===== src/rtl/audio_serial_cfg.svh =====
`ifndef AUDIO_SERIAL_CFG_SVH
`define AUDIO_SERIAL_CFG_SVH

// Register byte addresses
`define REG_CTRL 8'h00
`define REG_CLKDIV 8'h04
`define REG_STATUS 8'h08
`define REG_TXDATA 8'h0c
`define REG_RXDATA 8'h10

// Reset values and writable masks
`define CTRL_RESET 32'h0000_0000
`define CTRL_KEEP_MASK 32'h0000_01ff
`define CLKDIV_RESET 32'h0020_0303
`define CLKDIV_KEEP_MASK 32'h003f_ffff

// Sample FIFOs
`define FIFO_AW 3
`define FIFO_DEPTH 4'h8
`define FIFO_PAIR 4'h2
`define FIFO_ONE 4'h1
`define PTR_ONE 3'h1

// Word lengths in bit clocks
`define WLEN8_BITS 6'h08
`define WLEN16_BITS 6'h10
`define WLEN24_BITS 6'h18
`define SLOT_MAX 6'h3f
`define SAMPLE_ZERO 24'h00_0000

`endif


===== src/rtl/audio_serial_pkg.sv =====
package audio_serial_pkg;

    typedef enum logic [1:0] {
        MODE_INT_MASTER,
        MODE_EXT_MASTER,
        MODE_SLAVE,
        MODE_RSVD
    } clk_mode_e;

    typedef enum logic [1:0] {
        FMT_STANDARD,
        FMT_LEFT,
        FMT_RIGHT,
        FMT_RSVD
    } frame_fmt_e;

    typedef enum logic [1:0] {
        WLEN_8,
        WLEN_16,
        WLEN_24,
        WLEN_RSVD
    } word_len_e;

    typedef struct packed {
        logic [20:0] rsvd;
        logic rx_flush;
        logic tx_flush;
        logic ws_pol;
        word_len_e wlen;
        frame_fmt_e fmt;
        clk_mode_e mode;
        logic rx_en;
        logic tx_en;
    } ctrl_s;

    typedef struct packed {
        logic [9:0] rsvd;
        logic [5:0] slot_len;
        logic [7:0] codec_div;
        logic [7:0] bit_div;
    } clkdiv_s;

    typedef struct packed {
        logic [13:0] rsvd2;
        logic rx_overflow;
        logic tx_underrun;
        logic [3:0] rsvd1;
        logic [3:0] rx_count;
        logic [3:0] rsvd0;
        logic [3:0] tx_count;
    } status_s;

endpackage


===== src/rtl/audio_serial_transceiver.sv =====
`timescale 1ns/1ps
`include "audio_serial_cfg.svh"
module audio_serial_transceiver (
    input wire logic mclk,
    input wire logic rst,
    input wire logic [7:0] addr,
    input wire logic [31:0] wdata,
    input wire logic wr,
    input wire logic rd,
    output logic [31:0] rdata,
    input wire logic codec_clock_in,
    output logic codec_clock_out,
    input wire logic serial_bit_clock_in,
    output logic serial_bit_clock_out,
    output logic serial_bit_clock_oe_n,
    input wire logic word_select_clock_in,
    output logic word_select_clock_out,
    output logic word_select_clock_oe_n,
    input wire logic serial_data_in,
    output logic serial_data_out
);

    audio_serial_pkg::ctrl_s ctrl_q;
    audio_serial_pkg::clkdiv_s div_q;
    audio_serial_pkg::ctrl_s wr_ctrl;
    audio_serial_pkg::status_s wr_stat;
    audio_serial_pkg::status_s status;
    logic master;
    logic run;
    logic [5:0] wlen_bits;
    logic codec_lvl;
    logic codec_prev_q;
    logic src_tick;
    logic [7:0] bdiv_cnt_q;
    logic [7:0] cdiv_cnt_q;
    logic bclk_q;
    logic bit_edge;
    logic m_rise;
    logic m_fall;
    logic bclk_lvl;
    logic bclk_prev_q;
    logic ws_lvl;
    logic sdi_lvl;
    logic rise;
    logic fall;
    logic ws_level;
    logic ch_now;
    logic ch_q;
    logic [5:0] pos_q;
    logic [5:0] rpos;
    logic [5:0] npos;
    logic nch;
    logic frame_start;
    logic [5:0] tsel;
    logic [5:0] rsel;
    logic [23:0] tx_mem [0:(1 << `FIFO_AW) - 1];
    logic [`FIFO_AW-1:0] tx_wp_q;
    logic [`FIFO_AW-1:0] tx_rp_q;
    logic [3:0] tx_cnt_q;
    logic tx_push;
    logic pop2;
    logic [23:0] load_l;
    logic [23:0] load_r;
    logic [23:0] tx_l_q;
    logic [23:0] tx_r_q;
    logic [23:0] tx_word;
    logic [23:0] rx_mem [0:(1 << `FIFO_AW) - 1];
    logic [`FIFO_AW-1:0] rx_wp_q;
    logic [`FIFO_AW-1:0] rx_rp_q;
    logic [3:0] rx_cnt_q;
    logic rx_pop;
    logic rx_push2;
    logic rx_last;
    logic [23:0] rx_sh_q;
    logic [23:0] rx_sh_d;
    logic [23:0] rx_l_q;
    logic have_l_q;
    logic under_q;
    logic over_q;
    logic ctrl_wr;
    logic stat_wr;

    // Returns {bit valid, bit index within the sample} for a bit position
    function automatic logic [5:0] bit_sel(input logic [5:0] p,
                                           input audio_serial_pkg::frame_fmt_e f,
                                           input logic [5:0] s,
                                           input logic [5:0] w);
        logic signed [7:0] k;
        logic [7:0] i;
        case (f)
            audio_serial_pkg::FMT_LEFT: k = $signed({2'b00, p});
            audio_serial_pkg::FMT_RIGHT: k = $signed({2'b00, p}) - $signed({2'b00, s})
                                             + $signed({2'b00, w});
            default: k = $signed({2'b00, p}) - 8'sd1;
        endcase
        i = {2'b00, w} - $unsigned(k) - 8'h01;
        bit_sel = {(k >= 8'sd0) && (k < $signed({2'b00, w})), i[4:0]};
    endfunction

    assign wr_ctrl = audio_serial_pkg::ctrl_s'(wdata);
    assign wr_stat = audio_serial_pkg::status_s'(wdata);
    assign ctrl_wr = wr && (addr == `REG_CTRL);
    assign stat_wr = wr && (addr == `REG_STATUS);
    assign master = (ctrl_q.mode == audio_serial_pkg::MODE_INT_MASTER) ||
                    (ctrl_q.mode == audio_serial_pkg::MODE_EXT_MASTER);
    assign run = ctrl_q.tx_en || ctrl_q.rx_en;

    always_comb begin
        case (ctrl_q.wlen)
            audio_serial_pkg::WLEN_8: wlen_bits = `WLEN8_BITS;
            audio_serial_pkg::WLEN_16: wlen_bits = `WLEN16_BITS;
            default: wlen_bits = `WLEN24_BITS;
        endcase
    end

    // Configuration registers
    always_ff @(posedge mclk or posedge rst) begin
        if (rst) begin
            ctrl_q <= audio_serial_pkg::ctrl_s'(`CTRL_RESET);
            div_q <= audio_serial_pkg::clkdiv_s'(`CLKDIV_RESET);
        end else if (wr) begin
            if (addr == `REG_CTRL) begin
                ctrl_q <= audio_serial_pkg::ctrl_s'(wdata & `CTRL_KEEP_MASK);
            end
            if (addr == `REG_CLKDIV) begin
                div_q <= audio_serial_pkg::clkdiv_s'(wdata & `CLKDIV_KEEP_MASK);
            end
        end
    end

    // External codec clock is sampled, so it must stay below about a quarter of mclk
    pin_sync codec_sync (
        .mclk(mclk),
        .rst(rst),
        .din(codec_clock_in),
        .level(codec_lvl)
    );

    always_ff @(posedge mclk or posedge rst) begin
        if (rst) begin
            codec_prev_q <= 1'b0;
        end else begin
            codec_prev_q <= codec_lvl;
        end
    end

    assign src_tick = (ctrl_q.mode == audio_serial_pkg::MODE_EXT_MASTER) ?
                      (codec_lvl && !codec_prev_q) : 1'b1;

    // Bit clock divider
    assign bit_edge = master && run && src_tick && (bdiv_cnt_q == div_q.bit_div);
    assign m_rise = bit_edge && !bclk_q;
    assign m_fall = bit_edge && bclk_q;

    always_ff @(posedge mclk or posedge rst) begin
        if (rst) begin
            bdiv_cnt_q <= 8'h00;
            bclk_q <= 1'b0;
        end else if (!master || !run) begin
            bdiv_cnt_q <= 8'h00;
            bclk_q <= 1'b0;
        end else if (src_tick) begin
            if (bit_edge) begin
                bdiv_cnt_q <= 8'h00;
                bclk_q <= !bclk_q;
            end else begin
                bdiv_cnt_q <= bdiv_cnt_q + 8'h01;
            end
        end
    end

    // Codec clock output divider
    always_ff @(posedge mclk or posedge rst) begin
        if (rst) begin
            cdiv_cnt_q <= 8'h00;
            codec_clock_out <= 1'b0;
        end else if (!master || !run) begin
            cdiv_cnt_q <= 8'h00;
            codec_clock_out <= 1'b0;
        end else if (src_tick) begin
            if (cdiv_cnt_q == div_q.codec_div) begin
                cdiv_cnt_q <= 8'h00;
                codec_clock_out <= !codec_clock_out;
            end else begin
                cdiv_cnt_q <= cdiv_cnt_q + 8'h01;
            end
        end
    end

    // Slave pins; all three share one latency so their relation holds
    pin_sync bclk_sync (
        .mclk(mclk),
        .rst(rst),
        .din(serial_bit_clock_in),
        .level(bclk_lvl)
    );

    pin_sync ws_sync (
        .mclk(mclk),
        .rst(rst),
        .din(word_select_clock_in),
        .level(ws_lvl)
    );

    pin_sync sdi_sync (
        .mclk(mclk),
        .rst(rst),
        .din(serial_data_in),
        .level(sdi_lvl)
    );

    always_ff @(posedge mclk or posedge rst) begin
        if (rst) begin
            bclk_prev_q <= 1'b0;
        end else begin
            bclk_prev_q <= bclk_lvl;
        end
    end

    assign rise = master ? m_rise : (run && bclk_lvl && !bclk_prev_q);
    assign fall = master ? m_fall : (run && !bclk_lvl && bclk_prev_q);
    assign ws_level = master ? word_select_clock_out : ws_lvl;
    assign ch_now = ws_level ^ ctrl_q.ws_pol;

    // Bit position since the last word clock change, as seen at each rise
    always_comb begin
        if (ch_now != ch_q) begin
            rpos = 6'h00;
        end else if (pos_q == `SLOT_MAX) begin
            rpos = pos_q;
        end else begin
            rpos = pos_q + 6'h01;
        end
    end

    // Slave word clock need not be symmetric; only its changes are tracked
    always_ff @(posedge mclk or posedge rst) begin
        if (rst) begin
            pos_q <= 6'h00;
            ch_q <= 1'b1;
        end else if (rise) begin
            pos_q <= rpos;
            ch_q <= ch_now;
        end
    end

    // Prediction of the next bit lets left-justified data meet its word clock edge
    assign npos = (pos_q == div_q.slot_len - 6'h01) ? 6'h00 : pos_q + 6'h01;
    assign nch = (pos_q == div_q.slot_len - 6'h01) ? !ch_q : ch_q;
    assign frame_start = fall && !nch && (npos == 6'h00);

    // Pin outputs driven in master modes
    always_ff @(posedge mclk or posedge rst) begin
        if (rst) begin
            serial_bit_clock_out <= 1'b0;
            serial_bit_clock_oe_n <= 1'b1;
            word_select_clock_out <= 1'b0;
            word_select_clock_oe_n <= 1'b1;
        end else begin
            serial_bit_clock_out <= bclk_q ^ bit_edge;
            serial_bit_clock_oe_n <= !master;
            word_select_clock_oe_n <= !master;
            if (m_fall) begin
                word_select_clock_out <= nch ^ ctrl_q.ws_pol;
            end
        end
    end

    // Transmit FIFO
    assign tx_push = wr && (addr == `REG_TXDATA) && (tx_cnt_q < `FIFO_DEPTH);
    assign pop2 = frame_start && ctrl_q.tx_en && (tx_cnt_q >= `FIFO_PAIR);
    assign load_l = pop2 ? tx_mem[tx_rp_q] : `SAMPLE_ZERO;
    assign load_r = pop2 ? tx_mem[tx_rp_q + `PTR_ONE] : `SAMPLE_ZERO;

    always_ff @(posedge mclk) begin
        if (tx_push) begin
            tx_mem[tx_wp_q] <= wdata[23:0];
        end
    end

    always_ff @(posedge mclk or posedge rst) begin
        if (rst) begin
            tx_wp_q <= '0;
            tx_rp_q <= '0;
            tx_cnt_q <= 4'h0;
        end else if (ctrl_wr && wr_ctrl.tx_flush) begin
            tx_wp_q <= '0;
            tx_rp_q <= '0;
            tx_cnt_q <= 4'h0;
        end else begin
            if (tx_push) begin
                tx_wp_q <= tx_wp_q + `PTR_ONE;
            end
            if (pop2) begin
                tx_rp_q <= tx_rp_q + `PTR_ONE + `PTR_ONE;
            end
            tx_cnt_q <= tx_cnt_q + (tx_push ? `FIFO_ONE : 4'h0) - (pop2 ? `FIFO_PAIR : 4'h0);
        end
    end

    // Holding registers loaded once per frame, left word and right word in the same cycle
    always_ff @(posedge mclk or posedge rst) begin
        if (rst) begin
            tx_l_q <= `SAMPLE_ZERO;
            tx_r_q <= `SAMPLE_ZERO;
        end else if (frame_start) begin
            tx_l_q <= load_l;
            tx_r_q <= load_r;
        end
    end

    assign tx_word = nch ? tx_r_q : (frame_start ? load_l : tx_l_q);
    assign tsel = bit_sel(npos, ctrl_q.fmt, div_q.slot_len, wlen_bits);

    always_ff @(posedge mclk or posedge rst) begin
        if (rst) begin
            serial_data_out <= 1'b0;
        end else if (!ctrl_q.tx_en) begin
            serial_data_out <= 1'b0;
        end else if (fall) begin
            serial_data_out <= tsel[5] ? tx_word[tsel[4:0]] : 1'b0;
        end
    end

    // Receive shifter
    assign rsel = bit_sel(rpos, ctrl_q.fmt, div_q.slot_len, wlen_bits);
    assign rx_sh_d = ({1'b0, rsel[4:0]} == wlen_bits - 6'h01) ?
                     {23'h00_0000, sdi_lvl} : {rx_sh_q[22:0], sdi_lvl};
    assign rx_last = rise && ctrl_q.rx_en && rsel[5] && (rsel[4:0] == 5'h00);
    assign rx_push2 = rx_last && ch_now && have_l_q && (rx_cnt_q <= `FIFO_DEPTH - `FIFO_PAIR);
    assign rx_pop = rd && (addr == `REG_RXDATA) && (rx_cnt_q != 4'h0);

    always_ff @(posedge mclk or posedge rst) begin
        if (rst) begin
            rx_sh_q <= `SAMPLE_ZERO;
            rx_l_q <= `SAMPLE_ZERO;
            have_l_q <= 1'b0;
        end else if (!ctrl_q.rx_en) begin
            have_l_q <= 1'b0;
        end else if (rise && rsel[5]) begin
            rx_sh_q <= rx_sh_d;
            if (rx_last && !ch_now) begin
                rx_l_q <= rx_sh_d;
                have_l_q <= 1'b1;
            end else if (rx_last) begin
                have_l_q <= 1'b0;
            end
        end
    end

    always_ff @(posedge mclk) begin
        if (rx_push2) begin
            rx_mem[rx_wp_q] <= rx_l_q;
            rx_mem[rx_wp_q + `PTR_ONE] <= rx_sh_d;
        end
    end

    always_ff @(posedge mclk or posedge rst) begin
        if (rst) begin
            rx_wp_q <= '0;
            rx_rp_q <= '0;
            rx_cnt_q <= 4'h0;
        end else if (ctrl_wr && wr_ctrl.rx_flush) begin
            rx_wp_q <= '0;
            rx_rp_q <= '0;
            rx_cnt_q <= 4'h0;
        end else begin
            if (rx_push2) begin
                rx_wp_q <= rx_wp_q + `PTR_ONE + `PTR_ONE;
            end
            if (rx_pop) begin
                rx_rp_q <= rx_rp_q + `PTR_ONE;
            end
            rx_cnt_q <= rx_cnt_q + (rx_push2 ? `FIFO_PAIR : 4'h0) - (rx_pop ? `FIFO_ONE : 4'h0);
        end
    end

    // Sticky error flags; a new event beats a clear in the same cycle
    always_ff @(posedge mclk or posedge rst) begin
        if (rst) begin
            under_q <= 1'b0;
            over_q <= 1'b0;
        end else begin
            under_q <= (frame_start && ctrl_q.tx_en && !pop2) ||
                       (under_q && !(stat_wr && wr_stat.tx_underrun));
            over_q <= (rx_last && ch_now && have_l_q && !rx_push2) ||
                      (over_q && !(stat_wr && wr_stat.rx_overflow));
        end
    end

    always_comb begin
        status = '0;
        status.tx_count = tx_cnt_q;
        status.rx_count = rx_cnt_q;
        status.tx_underrun = under_q;
        status.rx_overflow = over_q;
    end

    // Read data valid only in the cycle after the strobe
    always_ff @(posedge mclk or posedge rst) begin
        if (rst) begin
            rdata <= 32'h0000_0000;
        end else if (rd) begin
            case (addr)
                `REG_CTRL: rdata <= ctrl_q;
                `REG_CLKDIV: rdata <= div_q;
                `REG_STATUS: rdata <= status;
                `REG_RXDATA: rdata <= rx_pop ? {8'h00, rx_mem[rx_rp_q]} : 32'h0000_0000;
                default: rdata <= 32'h0000_0000;
            endcase
        end else begin
            rdata <= 32'h0000_0000;
        end
    end

endmodule


===== src/rtl/pin_sync.sv =====
`timescale 1ns/1ps
// Three-stage synchroniser; the level moves only when stages two and three agree
module pin_sync (
    input wire logic mclk,
    input wire logic rst,
    input wire logic din,
    output logic level
);

    logic s1_q;
    logic s2_q;
    logic s3_q;

    always_ff @(posedge mclk or posedge rst) begin
        if (rst) begin
            s1_q <= 1'b0;
            s2_q <= 1'b0;
            s3_q <= 1'b0;
        end else begin
            s1_q <= din;
            s2_q <= s1_q;
            s3_q <= s2_q;
        end
    end

    always_ff @(posedge mclk or posedge rst) begin
        if (rst) begin
            level <= 1'b0;
        end else if (s2_q == s3_q) begin
            level <= s3_q;
        end
    end

endmodule


===== config.mk =====
export PLATFORM = sky130hd
export DESIGN_NAME = audio_serial_transceiver
export DESIGN_NICKNAME = d
export VERILOG_FILES = /design/src/rtl/audio_serial_pkg.sv /design/src/rtl/audio_serial_transceiver.sv /design/src/rtl/pin_sync.sv
export VERILOG_INCLUDE_DIRS = /design/src /design/src/rtl
export SDC_FILE = /design/constraint.sdc
export NUM_CORES = 1
export LEC_CHECK = 0
export ABC_AREA = 1
export BUFFER_PORTS_ARGS = -buffer_cell sky130_fd_sc_hd__buf_2
export CAP_MARGIN = 0
export CELL_PAD_IN_SITES_DETAIL_PLACEMENT = 0
export CELL_PAD_IN_SITES_GLOBAL_PLACEMENT = 2
export CORE_ASPECT_RATIO = 0.8
export CORE_MARGIN = 4
export CORE_UTILIZATION = 42
export DETAILED_ROUTE_END_ITERATION = 12
export GPL_TIMING_DRIVEN = 0
export PLACE_DENSITY_LB_ADDON = 0.12
export SKIP_LAST_GASP = 1
export SYNTH_ARGS = -nofsm -noshare
export SYNTH_HDL_FRONTEND = slang
export SYNTH_HIERARCHICAL = 1
export SYNTH_SLANG_ARGS = --single-unit
export TNS_END_PERCENT = 100

===== constraint.sdc =====
create_clock -name mclk -period 7.7 [get_ports mclk]
set_input_delay 0.385 -clock mclk [delete_from_list [all_inputs] [get_ports mclk]]
set_output_delay 0.385 -clock mclk [all_outputs]
set_load 0.02 [all_outputs]

After elaboration in Yosys (flattened, before gate mapping). Memories as Yosys holds them, arrays and structs flattened. Index checks and enable logic that the tools add are counted.

Order comparisons: 8. Bitwise operators: 3. Add/subtract/negate cells: 25. Reductions and logical operators: 77. Eq/ne operators: 21. Muxes and demuxes: 58.

Operator list (count): $mux 24 (6); $pmux 24 s4 (1); $mux 8 (6); $logic_and 1x1->1 (38); $mux 32 (1); $pmux 8 s2 (2); $mux 1 (25); $mux 3 (8); $add 3x1->3 const B (6); $mux 6 (3); $add 7x6->8 (2); $add 8x1->8 const B (2); $eq 8x4->1 const B (2); $eq 8x8->1 (2); $ge 8x1->1 const B (2); $lt 8x6->1 (2); $logic_not 1->1 (14); $reduce_bool 2->1 (7); $sub 6x1->7 const B (2); $sub 6x6->7 (2); $reduce_and 2->1 (6); $pmux 5 s2 (1); $sub 5x1->5 const B (2); $sub 5x5->5 (2); other kinds (33) (48).

Input port bits: 48. Logic and storage cells: 245. Flip-flop bits (word level): 228. Output and inout port bits: 38. Memories kept: 2. Memory bits (writable): 384.

Memories: rx_mem (depth 8, bits a word 24, rd ports 1, clocked after Yosys merged registers in 0, write ports 2, RTL line audio_serial_transceiver.sv:67) `` logic [23:0] rx_mem [0:(1 << `FIFO_AW) - 1]; ``; tx_mem (depth 8, bits a word 24, rd ports 2, clocked after Yosys merged registers in 0, write ports 1, RTL line audio_serial_transceiver.sv:56) `` logic [23:0] tx_mem [0:(1 << `FIFO_AW) - 1]; ``.

Longest topological paths before layout. Gate-level depths: netlist of run 1.

Word-level depth: 20. Gate-level depth with buffers: 33. Mapped depth without buffers: 33.

Modules after synthesis. The synthesis of run 1 kept the hierarchy.

Modules (own cells, without submodules): audio_serial_transceiver (times used 1, area each 26593.0 um2, cells an instance 2534, sequential area each 16594.7 um2); pin_sync (times used 4, area each 120.1 um2, cells an instance 9, sequential area each 100.1 um2).

Worst setup path before layout of run 1. No wires, ideal clock.

Path kind: register -> register. Start: register pos_q[0]. End: register rx_cnt_q[3]. Cell stages (with the launch flop): 29. Clock period less this slack: 5688 ps. Arrival: 5575 ps. Library setup time: 113 ps. Path slack: 2012 ps. Required time: 7587 ps. Path buffers: 0. Path through: dfrtp_1 > ha_1 > nand4_1 > nor2_1 > inv_1 > nor2_1 > o21ai_1 > ha_1 > fa_1 > nor2_1 > nand2_1 > nand2_1 > xnor2_1 > fa_1 > o221ai_1 > ha_1 > xnor2_1 > nand2_1 > nor4_4 > nand2_4 > nor2_8 > nand2_1 > ha_1 > inv_1 > ha_1 > fa_1 > xnor2_1 > nand2_1 > inv_1.

Cells in the longest elaborated chain, start to end: 17. Elaborated cells between the ends (all ways): 23. Classes of those cells: 8 x add/sub; 2 x order compare; 1 x eq/ne; 5 x mux; 7 x reduce/logical.

RTL lines: start, declared (RTL line audio_serial_transceiver.sv:49) `logic [5:0] pos_q;`; start signal, assigned (RTL line audio_serial_transceiver.sv:242) `pos_q <= rpos;`; $add 6x1->6 or $eq 6x6->1 (tied branches); $mux 6 (*) (RTL line audio_serial_transceiver.sv:229) `` end else if (pos_q == `SLOT_MAX) begin ``; $mux 6 (*) (RTL line audio_serial_transceiver.sv:227) `if (ch_now != ch_q) begin`; $sub 6x6->7 (RTL line audio_serial_transceiver.sv:92) `audio_serial_pkg::FMT_RIGHT: k = $signed({2'b00, p}) - $signed({2'b00, s})`; $add 7x6->8 (RTL line audio_serial_transceiver.sv:93) `+ $signed({2'b00, w});`; $pmux 8 s2 (*) (RTL line audio_serial_transceiver.sv:90) `case (f)`; $sub 5x5->5, or another cell as far along (RTL line audio_serial_transceiver.sv:96) `i = {2'b00, w} - $unsigned(k) - 8'h01;`; $sub 5x1->5 or $logic_and 1x1->1 (tied branches) (RTL line audio_serial_transceiver.sv:96, audio_serial_transceiver.sv:97); $logic_not 5->1 or $logic_and 1x1->1 (tied branches) (RTL line audio_serial_transceiver.sv:329) `assign rx_last = rise && ctrl_q.rx_en && rsel[5] && (rsel[4:0] == 5'h00);`; $logic_and 1x1->1 (*) (RTL line audio_serial_transceiver.sv:329); $logic_and 1x1->1 (*) (3 in series) (RTL line audio_serial_transceiver.sv:330) `` assign rx_push2 = rx_last && ch_now && have_l_q && (rx_cnt_q <= `FIFO_DEPTH - `FIFO_PAIR); ``; $mux 2 (*) (RTL line audio_serial_transceiver.sv:374) `` rx_cnt_q <= rx_cnt_q + (rx_push2 ? `FIFO_PAIR : 4'h0) - (rx_pop ? `FIFO_ONE : 4'h0); ``; $add 4x2->4 (*) (RTL line audio_serial_transceiver.sv:374); $sub 4x1->4 (*) (RTL line audio_serial_transceiver.sv:374); $mux 4 (*) (RTL line audio_serial_transceiver.sv:363) `end else if (ctrl_wr && wr_ctrl.rx_flush) begin`; end signal, assigned (RTL line audio_serial_transceiver.sv:374); end, declared (RTL line audio_serial_transceiver.sv:70) `logic [3:0] rx_cnt_q;`.

Mark *: on every way between the ends. The rest lies on a longest branch, timed or not. A chain may end at the register's enable or synchronous reset.

==> flow_summary.ini, run 1 <==
[synthesis]
synthMuxAreaShare_pct = 0.250
synth_xor_area_share_pct = 1.43
syn_area_um2 = 27100
synth_flop_cell = edfxtp_1
ys_types = 57
avgSynthCellArea_um2 = 10.5
ys_async_sr_fraction_pct = 36.2
synth_compound_area_share_pct = 13.3
synth_fa_ha_area_share_pct = 2.59
synth_top_family_by_area = simple AND/OR/NAND/NOR gates
syn_inst = 2570
yosysWarnings = 6
ys_seq_elements = 602
synth_edf_count = 384
seq_area_frac_synth_pct = 62.8
synth_simple_gate_area_share_pct = 13.8

[critical_path]
startpoint = ctrl_q[3]
crit_family = simple AND/OR/NAND/NOR gates
critPathMaxStageDelay_ns = 0.88
cp.arrival_ns = 7.26
cp_max_fo = 24
crit_slowest_cell = inv_1
crit_chain = inv_2 > nand2_1 > nand2_1 > or2_4 > nand2_4 > xor2_4 > o21ai_1 > ha_1 > fa_1 > nor2_1 > nand2_1 > nand2_1 > xnor2_1 > fa_1 > o221ai_1 > ha_1 > xnor2_1 > nand2_1 > nor4_4 > nand2_4 > nor2_8 > nand3_4 > buf_6 > inv_1
path_common_cell = nand2_1
required_ns = 7.94
reg2reg_depth = 24
path_buf_inv = 3
crit_type = register to register
critPathCaptureType = register
r2r-end = rx_mem[0][2]
r2r_start = ctrl_q[3]
r2r_slack_ns = 0.67
crit_path_start_kind = register

[detailed_routing]
viasPerCell = 5.44
drc = 0
met3_length_um = 5940
wl_met2_um = 38100
wirelength_met1_um = 36800
via_count = 19728
drt_iter0_markers = 1921
firstDrtPassIters = 6
routed_wl_um = 83600
top_layer = met5
avgRoutedWirePerCell_um = 23.0
ant_nets = 0

[clock_network]
htree_levels = 2
cts_root_buf = clkbuf_16
cts_resized = 0
cts_inserted_buffers = 61
clock_sinks = 602
cts_tree = done
worstSkewPairLatency_ns = 0.65
clkTransAtPathRegs_ns = 0.06
clockBufferDepth = 3

[final_layout]
finish.instance_area_um2 = 30900
layout.nets = 2835
final_common_cell = nand2_1
seq_area_um2 = 17000
fillerInstances = 5875
multiInputGateArea_um2 = 8570
drive_gt1_share_pct = 10.7
final_cell_mix = 560 x nand2_1, 384 x edfxtp_1, 231 x o21ai_0, 211 x dfrtp_1, 184 x nor2_1
area_growth_pct = 14.2

[placement]
pre_cts_slack_ns = 0.676
dpl_cell_area_um2 = 28800
routabilityCongestion = 0.882
port_buffers = 69
dp_hpwl_um = 62000

[timing]
worst_pin_slew_ns = 1.24
hold_viol_final = 0
setup_violations = 0
fin_worst_skew_ns = 0.0300
rsz0062_at_grt = no
max_slew_margin_pct = 17.6
fin_ws_ns = 0.671
holdWs_ns = 0.0991
timing.fmax_ghz = 0.142
period_minus_slack_ns = 7.03
drv_slew = 0
fin_crit_sh_pct = 91.3

[run]
cap_violations = 0

[global_route]
grt_pass1_vias = 19250
grt_max_degree = 78
grt-ovfl-total = 0
grt_pass1_wl_um = 125000
antenna_found_initial = 1
gr-usage-all-layers_pct = 24.0

[floorplanning]
dieArea_um2 = 68600
io_pins = 86
num_rows = 82
die_h_um = 235
core-area_um2 = 63200
initial_utilization_pct = 42.8
fp.dieW_um = 292

[power_and_ir_drop]
vdd_ir_drop_max_uv = 179
power_leakage_nw = 12.1
pwr_density_cell_nw_per_um2 = 243

[run_status]
status = finished clean

[worst_hold_path]
hold_depth = 3
min_to = rdata[0]
hold_path_class = input pin to register
min_from = rd
[cell families (layout without fill, tap and decap cells)]
group / after synthesis / count (layout)
AO/OA/AOI/OAI: 600 / 600
XOR/XNOR: 42 / 42
adder cells (fa/ha/maj): 53 / 53
buffers and inverters: 371 / 581
flip-flops: 602 / 602
multiplexers: 6 / 6
other: 1 / 9
AND/OR/NAND/NOR: 895 / 895
[worst min-delay path: stages]
cell and delay, ns:
buf_2 0.12, inv_1 0.10, a41oi_1 0.08
[worst max path at each step]
| stage | endpoint | slack (ns) | cells after the start |
|---|---|---|---|
| 2_1_floorplan | bclk_prev_q | 1.82 | 1 |
| 3_3_place_gp | tx_r_q[17] | -1.07 | 2 |
| 3_5_place_dp | rx_mem[0][2] | 0.68 | 24 |
| 4_1_cts | rx_mem[0][8] | 0.61 | 24 |
| 5_1_grt | rx_mem[0][8] | 0.24 | 24 |
| 6_report | rx_mem[0][2] | 0.67 | 24 |
[where the power goes]
part | internal, mW | switching, mW
Combinational | 0.296 | 0.650
Sequential | 3.47 | 0.0461
Clock | 1.74 | 1.31
Total | 5.51 | 2.01
[synthesized netlist by cell type, types with 7 or more instances]
cell type / count / area share (%)
o21ai_1: 92 / 1.7
nand2_1: 560 / 7.8
dfstp_2: 7 / 0.68
xor2_1: 26 / 0.84
a31oi_1: 10 / 0.23
nor2_1: 184 / 2.6
o21ai_2: 15 / 0.49
a21oi_1: 117 / 2.2
inv_1: 173 / 2.4
buf_4: 9 / 0.25
xnor2_1: 15 / 0.49
buf_6: 20 / 0.83
dfrtp_1: 211 / 20
o21ai_0: 231 / 4.3
buf_2: 9 / 0.17
o221ai_1: 47 / 1.5
inv_2: 9 / 0.12
edfxtp_1: 384 / 43
nand4_1: 31 / 0.72
a32o_1: 44 / 1.6
buf_1: 11 / 0.15
o22ai_1: 21 / 0.49
ha_1: 48 / 2.2
clkbuf_1: 138 / 1.9
nand3_1: 73 / 1.3
nor3_1: 19 / 0.35
[flip-flops by register name, indices dropped and copies added (netlist names), 9 cells and up]
signal   cells
rx_mem     192
tx_mem     192
rdata       24
rx_l_q      24
tx_l_q      24
tx_r_q      24
rx_sh_q     23
div_q       22
ctrl_q       9
[area by class of cell]
type                       count  area share (%)
sequential                   602            55.0
multi-input combinational   1604            27.7
clock buffer                  76            5.28
tap                          840            3.40
buffer                       187            2.90
inverter                     184            2.26
timing repair buffer          94            2.14
clock inverter                40            1.36
antenna                        1         0.00809
[routing by layer]
metal / GRT usage, % / up-vias
met5: 0 / -
met4: 7.60 / 2
met3: 4.11 / 131
met2: 37.4 / 663
met1: 34.5 / 9693
li1: - / 9239
[through the flow]
stage / util (%) / instances / total power [mW] / setup TNS (ns)
2_1_floorplan: - / 2577 / 4.19 / 0
4_1_cts: 48.9 / 3627 / 7.57 / 0
6_report: 48.9 / 3628 / 7.51 / 0
3_3_place_gp: 45.1 / 3486 / 4.49 / -202.86
5_1_grt: 48.9 / 3627 / 7.82 / 0
3_5_place_dp: 45.6 / 3506 / 4.52 / 0
[what timing repair did]
item | 4_1_cts | 5_1_grt
hold buffers | 5 | 0
endpoints found under the hold margin | 78 | 0
buffers inserted | 0 | 0
Note: power is estimated with default switching activity, not from simulation.
==> run 2, diff against run 1 <==
--- a/config.mk
+++ b/config.mk
@@ -6,16 +6,17 @@
 export SDC_FILE = /design/constraint.sdc
 export NUM_CORES = 1
 export LEC_CHECK = 0
-export ABC_AREA = 1
+export ABC_AREA = 0
 export BUFFER_PORTS_ARGS = -buffer_cell sky130_fd_sc_hd__buf_2
 export CAP_MARGIN = 0
 export CELL_PAD_IN_SITES_DETAIL_PLACEMENT = 0
 export CELL_PAD_IN_SITES_GLOBAL_PLACEMENT = 2
 export CORE_ASPECT_RATIO = 0.8
 export CORE_MARGIN = 4
-export CORE_UTILIZATION = 42
+export CORE_UTILIZATION = 46
 export DETAILED_ROUTE_END_ITERATION = 12
 export GPL_TIMING_DRIVEN = 0
+export HOLD_SLACK_MARGIN = 0.03
 export PLACE_DENSITY_LB_ADDON = 0.12
 export SKIP_LAST_GASP = 1
 export SYNTH_ARGS = -nofsm -noshare
==> run 2 against run 1 <==
Against the previous run: global-route usage decreased by 0.66 points; non-clock buffer count fell by 46; largest power group unchanged; final area is 2.4% higher; area after synthesis up 3.9%; sequential power hardly changed; clock-buffer cell count grew 10; sequential share of layout area shrank 1.3 points; synthesized cell count is 25% lower; critical endpoint is now rx_mem[7][12]; register-to-register slack worse by 0.08 ns.
==> flow_summary.ini, run 2 <==
[final_layout]
seq_area_um2 = 17000
layout.nets = 2191
utilization_pct = 52.7
drive_gt1_share_pct = 26.7
finish.instance_area_um2 = 31700
stdcell_count = 2920
multiInputGateArea_um2 = 10200
top_regs = rx_mem: 192 flops, tx_mem: 192 flops
antenna_cells = 0
fillerInstances = 5018
final_common_cell = edfxtp_1
final_cell_mix = 384 x edfxtp_1, 211 x dfrtp_1, 132 x nand2_1, 107 x mux2_2, 106 x clkbuf_1
area_growth_pct = 12.6

[detailed_routing]
via_count = 16953
drt_iter0_markers = 1546
firstDrtPassIters = 5
viasPerCell = 5.81
routed_wl_um = 76300
drc = 0
ant_nets = 0
avgRoutedWirePerCell_um = 26.1

[critical_path]
required_ns = 8.09
critPathCaptureType = register
reg2reg_depth = 22
cp_max_fo = 10
cp.arrival_ns = 7.50
crit_type = register to register
crit_path_start_kind = register
r2r_start = word_select_clock_out
r2r-end = rx_mem[7][12]
r2r_slack_ns = 0.59

[clock_network]
cts_inserted_buffers = 60
clkTransAtPathRegs_ns = 0.07
htree_levels = 2
cts_tree = done
worstSkewPairLatency_ns = 0.64
clockBufferDepth = 3
cts_setup_buffers = 0
cts_root_buf = clkbuf_16
clock_sinks = 602

[floorplanning]
fp.dieW_um = 285
dieArea_um2 = 65200
initial_utilization_pct = 46.8
io_pins = 86
num_rows = 80
core-area_um2 = 60100
die_h_um = 229

[timing]
fin_worst_skew_ns = 0.0552
max_slew_margin_pct = 20.8
setup_violations = 0
final.setup.tns_ns = 0
period_minus_slack_ns = 7.11
fin_crit_sh_pct = 92.3
drv_slew = 0
fin_ws_ns = 0.592
timing.fmax_ghz = 0.141
rsz0062_at_grt = no
holdWs_ns = 0.0671
worst_pin_slew_ns = 1.19
hold_viol_final = 0

[power_and_ir_drop]
vdd_ir_drop_max_uv = 186
power_mw = 7.93
pwr_density_cell_nw_per_um2 = 250
power_leakage_nw = 12.2

[global_route]
antenna_found_initial = 0
grt-ovfl-total = 0
gr-usage-all-layers_pct = 23.3
grt_max_degree = 106
grt_pass1_vias = 16840
grt_pass1_wl_um = 113000

[synthesis]
ys_seq_elements = 602
syn_inst = 1938
synth.most_common_cell = edfxtp_1
seq_area_frac_synth_pct = 60.4
synth_flop_cell = edfxtp_1
yosys-top-cells-count = 384 x edfxtp_1, 211 x dfrtp_1, 132 x nand2_1
avgSynthCellArea_um2 = 14.5
synth_top_area_share_pct = 41.0
synth_edf_count = 384
yosysWarnings = 6
ys_async_sr_fraction_pct = 36.2
syn_area_um2 = 28100
synth_area_leaders = edfxtp_1 41%, dfrtp_1 19%, mux4_2 7.7%
ys_types = 94
synth.largest_area_cell = edfxtp_1

[run]
cap_violations = 0

[worst_hold_path]
min_to = tx_mem[1][8]
min_from = wdata[8]
hold_path_class = input pin to register
hold_depth = 1

[placement]
dp_hpwl_um = 53600
dpl_cell_area_um2 = 29600
routabilityCongestion = 0.840
numPlacedInstances = 2800
port_buffers = 69
pre_cts_slack_ns = 0.326

[run_status]
status = finished clean
## run 2: worst max-delay path by stage
stage                               start            end  cells past startpoint
finish              word_select_clock_out  rx_mem[7][12]                     22
global route        word_select_clock_out  rx_mem[3][12]                     22
CTS                 word_select_clock_out  rx_mem[3][15]                     23
detailed placement          ws_sync/level   rx_mem[3][0]                     23
global placement                      rst      rdata[18]                      2
floorplan           word_select_clock_out    rx_cnt_q[3]                     27
## run 2: cell families (layout without fill, tap and decap cells)
kind of cell | count (synthesis) | count (layout) | synth area share [%]
AO/OA/AOI/OAI | 252 | 252 | 6.12
XOR/XNOR | 67 | 67 | 2.14
adder cells (fa/ha/maj) | 57 | 57 | 2.65
buffers and inverters | 224 | 420 | 3.58
flip-flops | 602 | 602 | 60.4
multiplexers | 324 | 324 | 17.9
other | 1 | 8 | 0.0133
AND/OR/NAND/NOR | 411 | 411 | 7.20
## run 2: final cells by class
class	instances	share of cell area (%)
flip-flops and latches	602	53.7
clock buffers	86	5.21
inverters	72	0.901
repair buffers	83	1.60
clock inverters	27	0.952
plain buffers	152	2.33
multi-input cells	1119	32.3
well taps	779	3.08
## run 2: repair_timing
item	CTS	global route
setup endpoints to repair	0	48
resized for setup	0	2
hold buffers	7	0
hold endpoints to repair	106	0
## run 2: layer usage
layer | track usage [%] | up-vias | part of all wire, %
met5 | 0 | - | 0
met4 | 3.96 | 0 | 1.2
met3 | 4.47 | 65 | 7.3
met2 | 31.2 | 532 | 40
met1 | 39.5 | 8839 | 51
li1 | - | 7517 | -
## run 2: report_power, final
part	total, mW	switching (mW)	leakage [nW]	internal [mW]
sequential	3.51	0.0411	6.19	3.47
clock	2.91	1.28	0.945	1.63
combinational	1.51	0.947	5.05	0.560
total	7.93	2.27	12.2	5.66
## run 2: worst max-delay path, stage by stage (launching register included)
cell and delay, ns:
dfrtp_1 0.43, mux2i_1 0.39, xnor2_2 0.27, xnor2_2 0.30
nand2b_1 0.30, ha_1 0.25, fa_1 0.41, o21ai_0 0.35
xor2_1 0.27, inv_1 0.09, fa_1 0.52, inv_1 0.05
a221oi_1 0.29, a21oi_1 0.08, ha_1 0.34, xor2_1 0.22
xnor2_1 0.09, nor4_1 0.23, nand2_1 0.08, nor2_1 0.57
clkbuf_1 0.66, nor2b_1 0.29, mux2_4 0.34
==> run 3, diff against run 2 <==
--- a/config.mk
+++ b/config.mk
@@ -9,11 +9,9 @@
 export ABC_AREA = 0
 export BUFFER_PORTS_ARGS = -buffer_cell sky130_fd_sc_hd__buf_2
 export CAP_MARGIN = 0
-export CELL_PAD_IN_SITES_DETAIL_PLACEMENT = 0
-export CELL_PAD_IN_SITES_GLOBAL_PLACEMENT = 2
 export CORE_ASPECT_RATIO = 0.8
 export CORE_MARGIN = 4
-export CORE_UTILIZATION = 46
+export CORE_UTILIZATION = 63
 export DETAILED_ROUTE_END_ITERATION = 12
 export GPL_TIMING_DRIVEN = 0
 export HOLD_SLACK_MARGIN = 0.03
==> run 3 against run 2 <==
Against the previous run: global-route usage up 7.4 points; hold slack worse by 0.0018 ns; clock skew up 0.0060 ns; critical path type unchanged; largest power group unchanged.
==> flow_summary.ini, run 3 (synthesized netlist as in run 2, its figures left out) <==
[clock_network]
worstSkewPairLatency_ns = 0.65
clockBufferDepth = 3
cts_root_buf = clkbuf_16
cts_inserted_buffers = 55
cts_tree = done
clock_sinks = 602
clkTransAtPathRegs_ns = 0.07
htree_levels = 2
cts_setup_buffers = 0

[global_route]
antenna_found_initial = 1
grt_max_degree = 79
grt_pass1_vias = 17543
grt_pass1_wl_um = 110000
grt-ovfl-total = 0
gr-usage-all-layers_pct = 30.8

[floorplanning]
io_pins = 86
num_rows = 68
dieArea_um2 = 48100
core-area_um2 = 43600
fp.dieW_um = 244
initial_utilization_pct = 64.5
die_h_um = 197

[critical_path]
r2r_slack_ns = 0.51
r2r-end = rx_mem[0][6]
cp_max_fo = 13
crit_slowest_cell = clkinv_1
cp.arrival_ns = 7.57
crit_chain = mux2i_1 > xnor2_2 > xnor2_2 > nand2b_1 > ha_1 > fa_1 > o21ai_0 > xor2_1 > inv_1 > fa_1 > inv_1 > a221oi_1 > a21oi_1 > ha_1 > xor2_1 > or2_2 > nand4bb_1 > nor2_1 > and3_1 > buf_6 > nand2_8 > buf_6 > clkinv_1 > buf_16
r2r_start = word_select_clock_out
critPathMaxStageDelay_ns = 0.68
crit_end = rx_mem[0][6]
startpoint = word_select_clock_out
crit_type = register to register
critPathCaptureType = register
reg2reg_depth = 24
required_ns = 8.08
crit_path_start_kind = register

[power_and_ir_drop]
power_mw = 7.81
internal-power_mw = 5.58
pwr-share-clk_pct = 35.8
power_leakage_nw = 12.3
pwr-share-seq_pct = 44.9
p_sw_mw = 2.23
switching_share_pct = 28.6
comb_power_share_pct = 19.3
pwr_density_cell_nw_per_um2 = 247
vdd_ir_drop_max_uv = 251

[worst_hold_path]
hold_path_class = input pin to register

[timing]
worst_pin_slew_ns = 1.04
hold_viol_final = 0
drv_slew = 0
rsz0062_at_grt = no
max_slew_margin_pct = 29.0
period_minus_slack_ns = 7.19
holdWs_ns = 0.0653
fin_worst_skew_ns = 0.0612
fin_crit_sh_pct = 93.4
setup_violations = 0
timing.fmax_ghz = 0.139

[final_layout]
final_cell_mix = 384 x edfxtp_1, 211 x dfrtp_1, 132 x nand2_1, 107 x mux2_2, 101 x nor2_1
antenna_cells = 0
area_growth_pct = 12.4
top_regs = rx_mem: 192 flops, tx_mem: 192 flops
layout.nets = 2198
final_common_cell = edfxtp_1
drive_gt1_share_pct = 27.1
fillerInstances = 2790

[placement]
port_buffers = 69
dp_hpwl_um = 50300
routabilityCongestion = 0.965

[run]
cap_violations = 0

[detailed_routing]
viasPerCell = 6.35
firstDrtPassIters = 6
via_count = 17404
drc = 0
routed_wl_um = 73000
ant_nets = 0
avgRoutedWirePerCell_um = 26.7
drt_iter0_markers = 2419

[run_status]
status = finished clean
run 3: cell types whose count changed in the layout (fill, tap and decap cells not counted), moves of 3 or more:
cell	delta
bufinv_16	-3
buf_16	+8
nor2_4	-6
clkbuf_1	-7
inv_2	-6
nor2_2	+6
clkinv_1	-3
clkbuf_8	+7
buf_8	+3
run 3: worst min-delay path by stage:
stage / from / end / depth (start not counted)
after CTS: wdata[15] / tx_mem[0][15] / 1
after detailed placement: sdi_sync/s1_q / sdi_sync/s2_q / 0
final: wdata[15] / tx_mem[0][15] / 1
after global routing: wdata[13] / tx_mem[0][13] / 1
after floorplan: rst / bclk_sync/level / 1
after global placement: rst / bclk_sync/s1_q / 2
run 3: final cells by class:
| class | instances | area (um2) | share of cell area (%) |
|---|---|---|---|
| multi-input cells | 1119 | 10200 | 32.2 |
| well taps | 595 | 744 | 2.35 |
| repair buffers | 95 | 790 | 2.50 |
| flip-flops and latches | 602 | 17000 | 53.7 |
| clock inverters | 20 | 205 | 0.649 |
| inverters | 72 | 289 | 0.914 |
| clock buffers | 84 | 1670 | 5.28 |
| plain buffers | 152 | 738 | 2.33 |
run 3: layer usage:
metal | wire, um | vias to the layer above | share of wire, % | global-route usage (%)
met5 | 0 | - | 0 | 0
met4 | 1580 | 0 | 2.2 | 7.50
met3 | 9530 | 99 | 13 | 10.9
met2 | 30900 | 890 | 42 | 43.4
met1 | 31000 | 8881 | 42 | 46.7
li1 | - | 7534 | - | -
run 3: critical path: cells and delay by family, from the launching register on:
kind	cells	cell delay (ns)
xor gates and xnor gates	4	1.29
adders and majority gates	4	1.56
DFF	1	0.42
muxes	1	0.17
AOI/OAI and AO/OA	3	0.68
and+or+nand+nor	6	1.10
buffers and inverters	6	1.63
run 3: through the flow:
step	cells	utilization (%)	setup WS [ns]	TNS (ns)	instance area [um2]
5_1_grt	2739	72.4	0.202	0	31600
6_report	2739	72.4	0.511	0	31600
3_3_place_gp	2609	67.0	-0.940	-176.72	29300
3_5_place_dp	2621	67.6	0.345	0	29500
2_1_floorplan	1945	-	1.80	0	28200
4_1_cts	2734	72.1	0.249	0	31500
run 3: power by group through the flow:
stage / Sequential, mW / Clock, mW / Combinational [mW]
finish: 3.51 / 2.79 / 1.51
global route: 3.51 / 2.96 / 1.64
CTS: 3.51 / 2.81 / 1.47
detailed placement: 3.57 / 0 / 1.45
global placement: 3.57 / 0 / 1.43
floorplan: 3.56 / 0 / 1.06
run 3: what timing repair did:
| item | in CTS | in global routing |
|---|---|---|
| hold buffers | 9 | 0 |
| setup endpoints to repair | 0 | 72 |
| resized for setup | 0 | 3 |
| endpoints found under the hold margin | 90 | 0 |
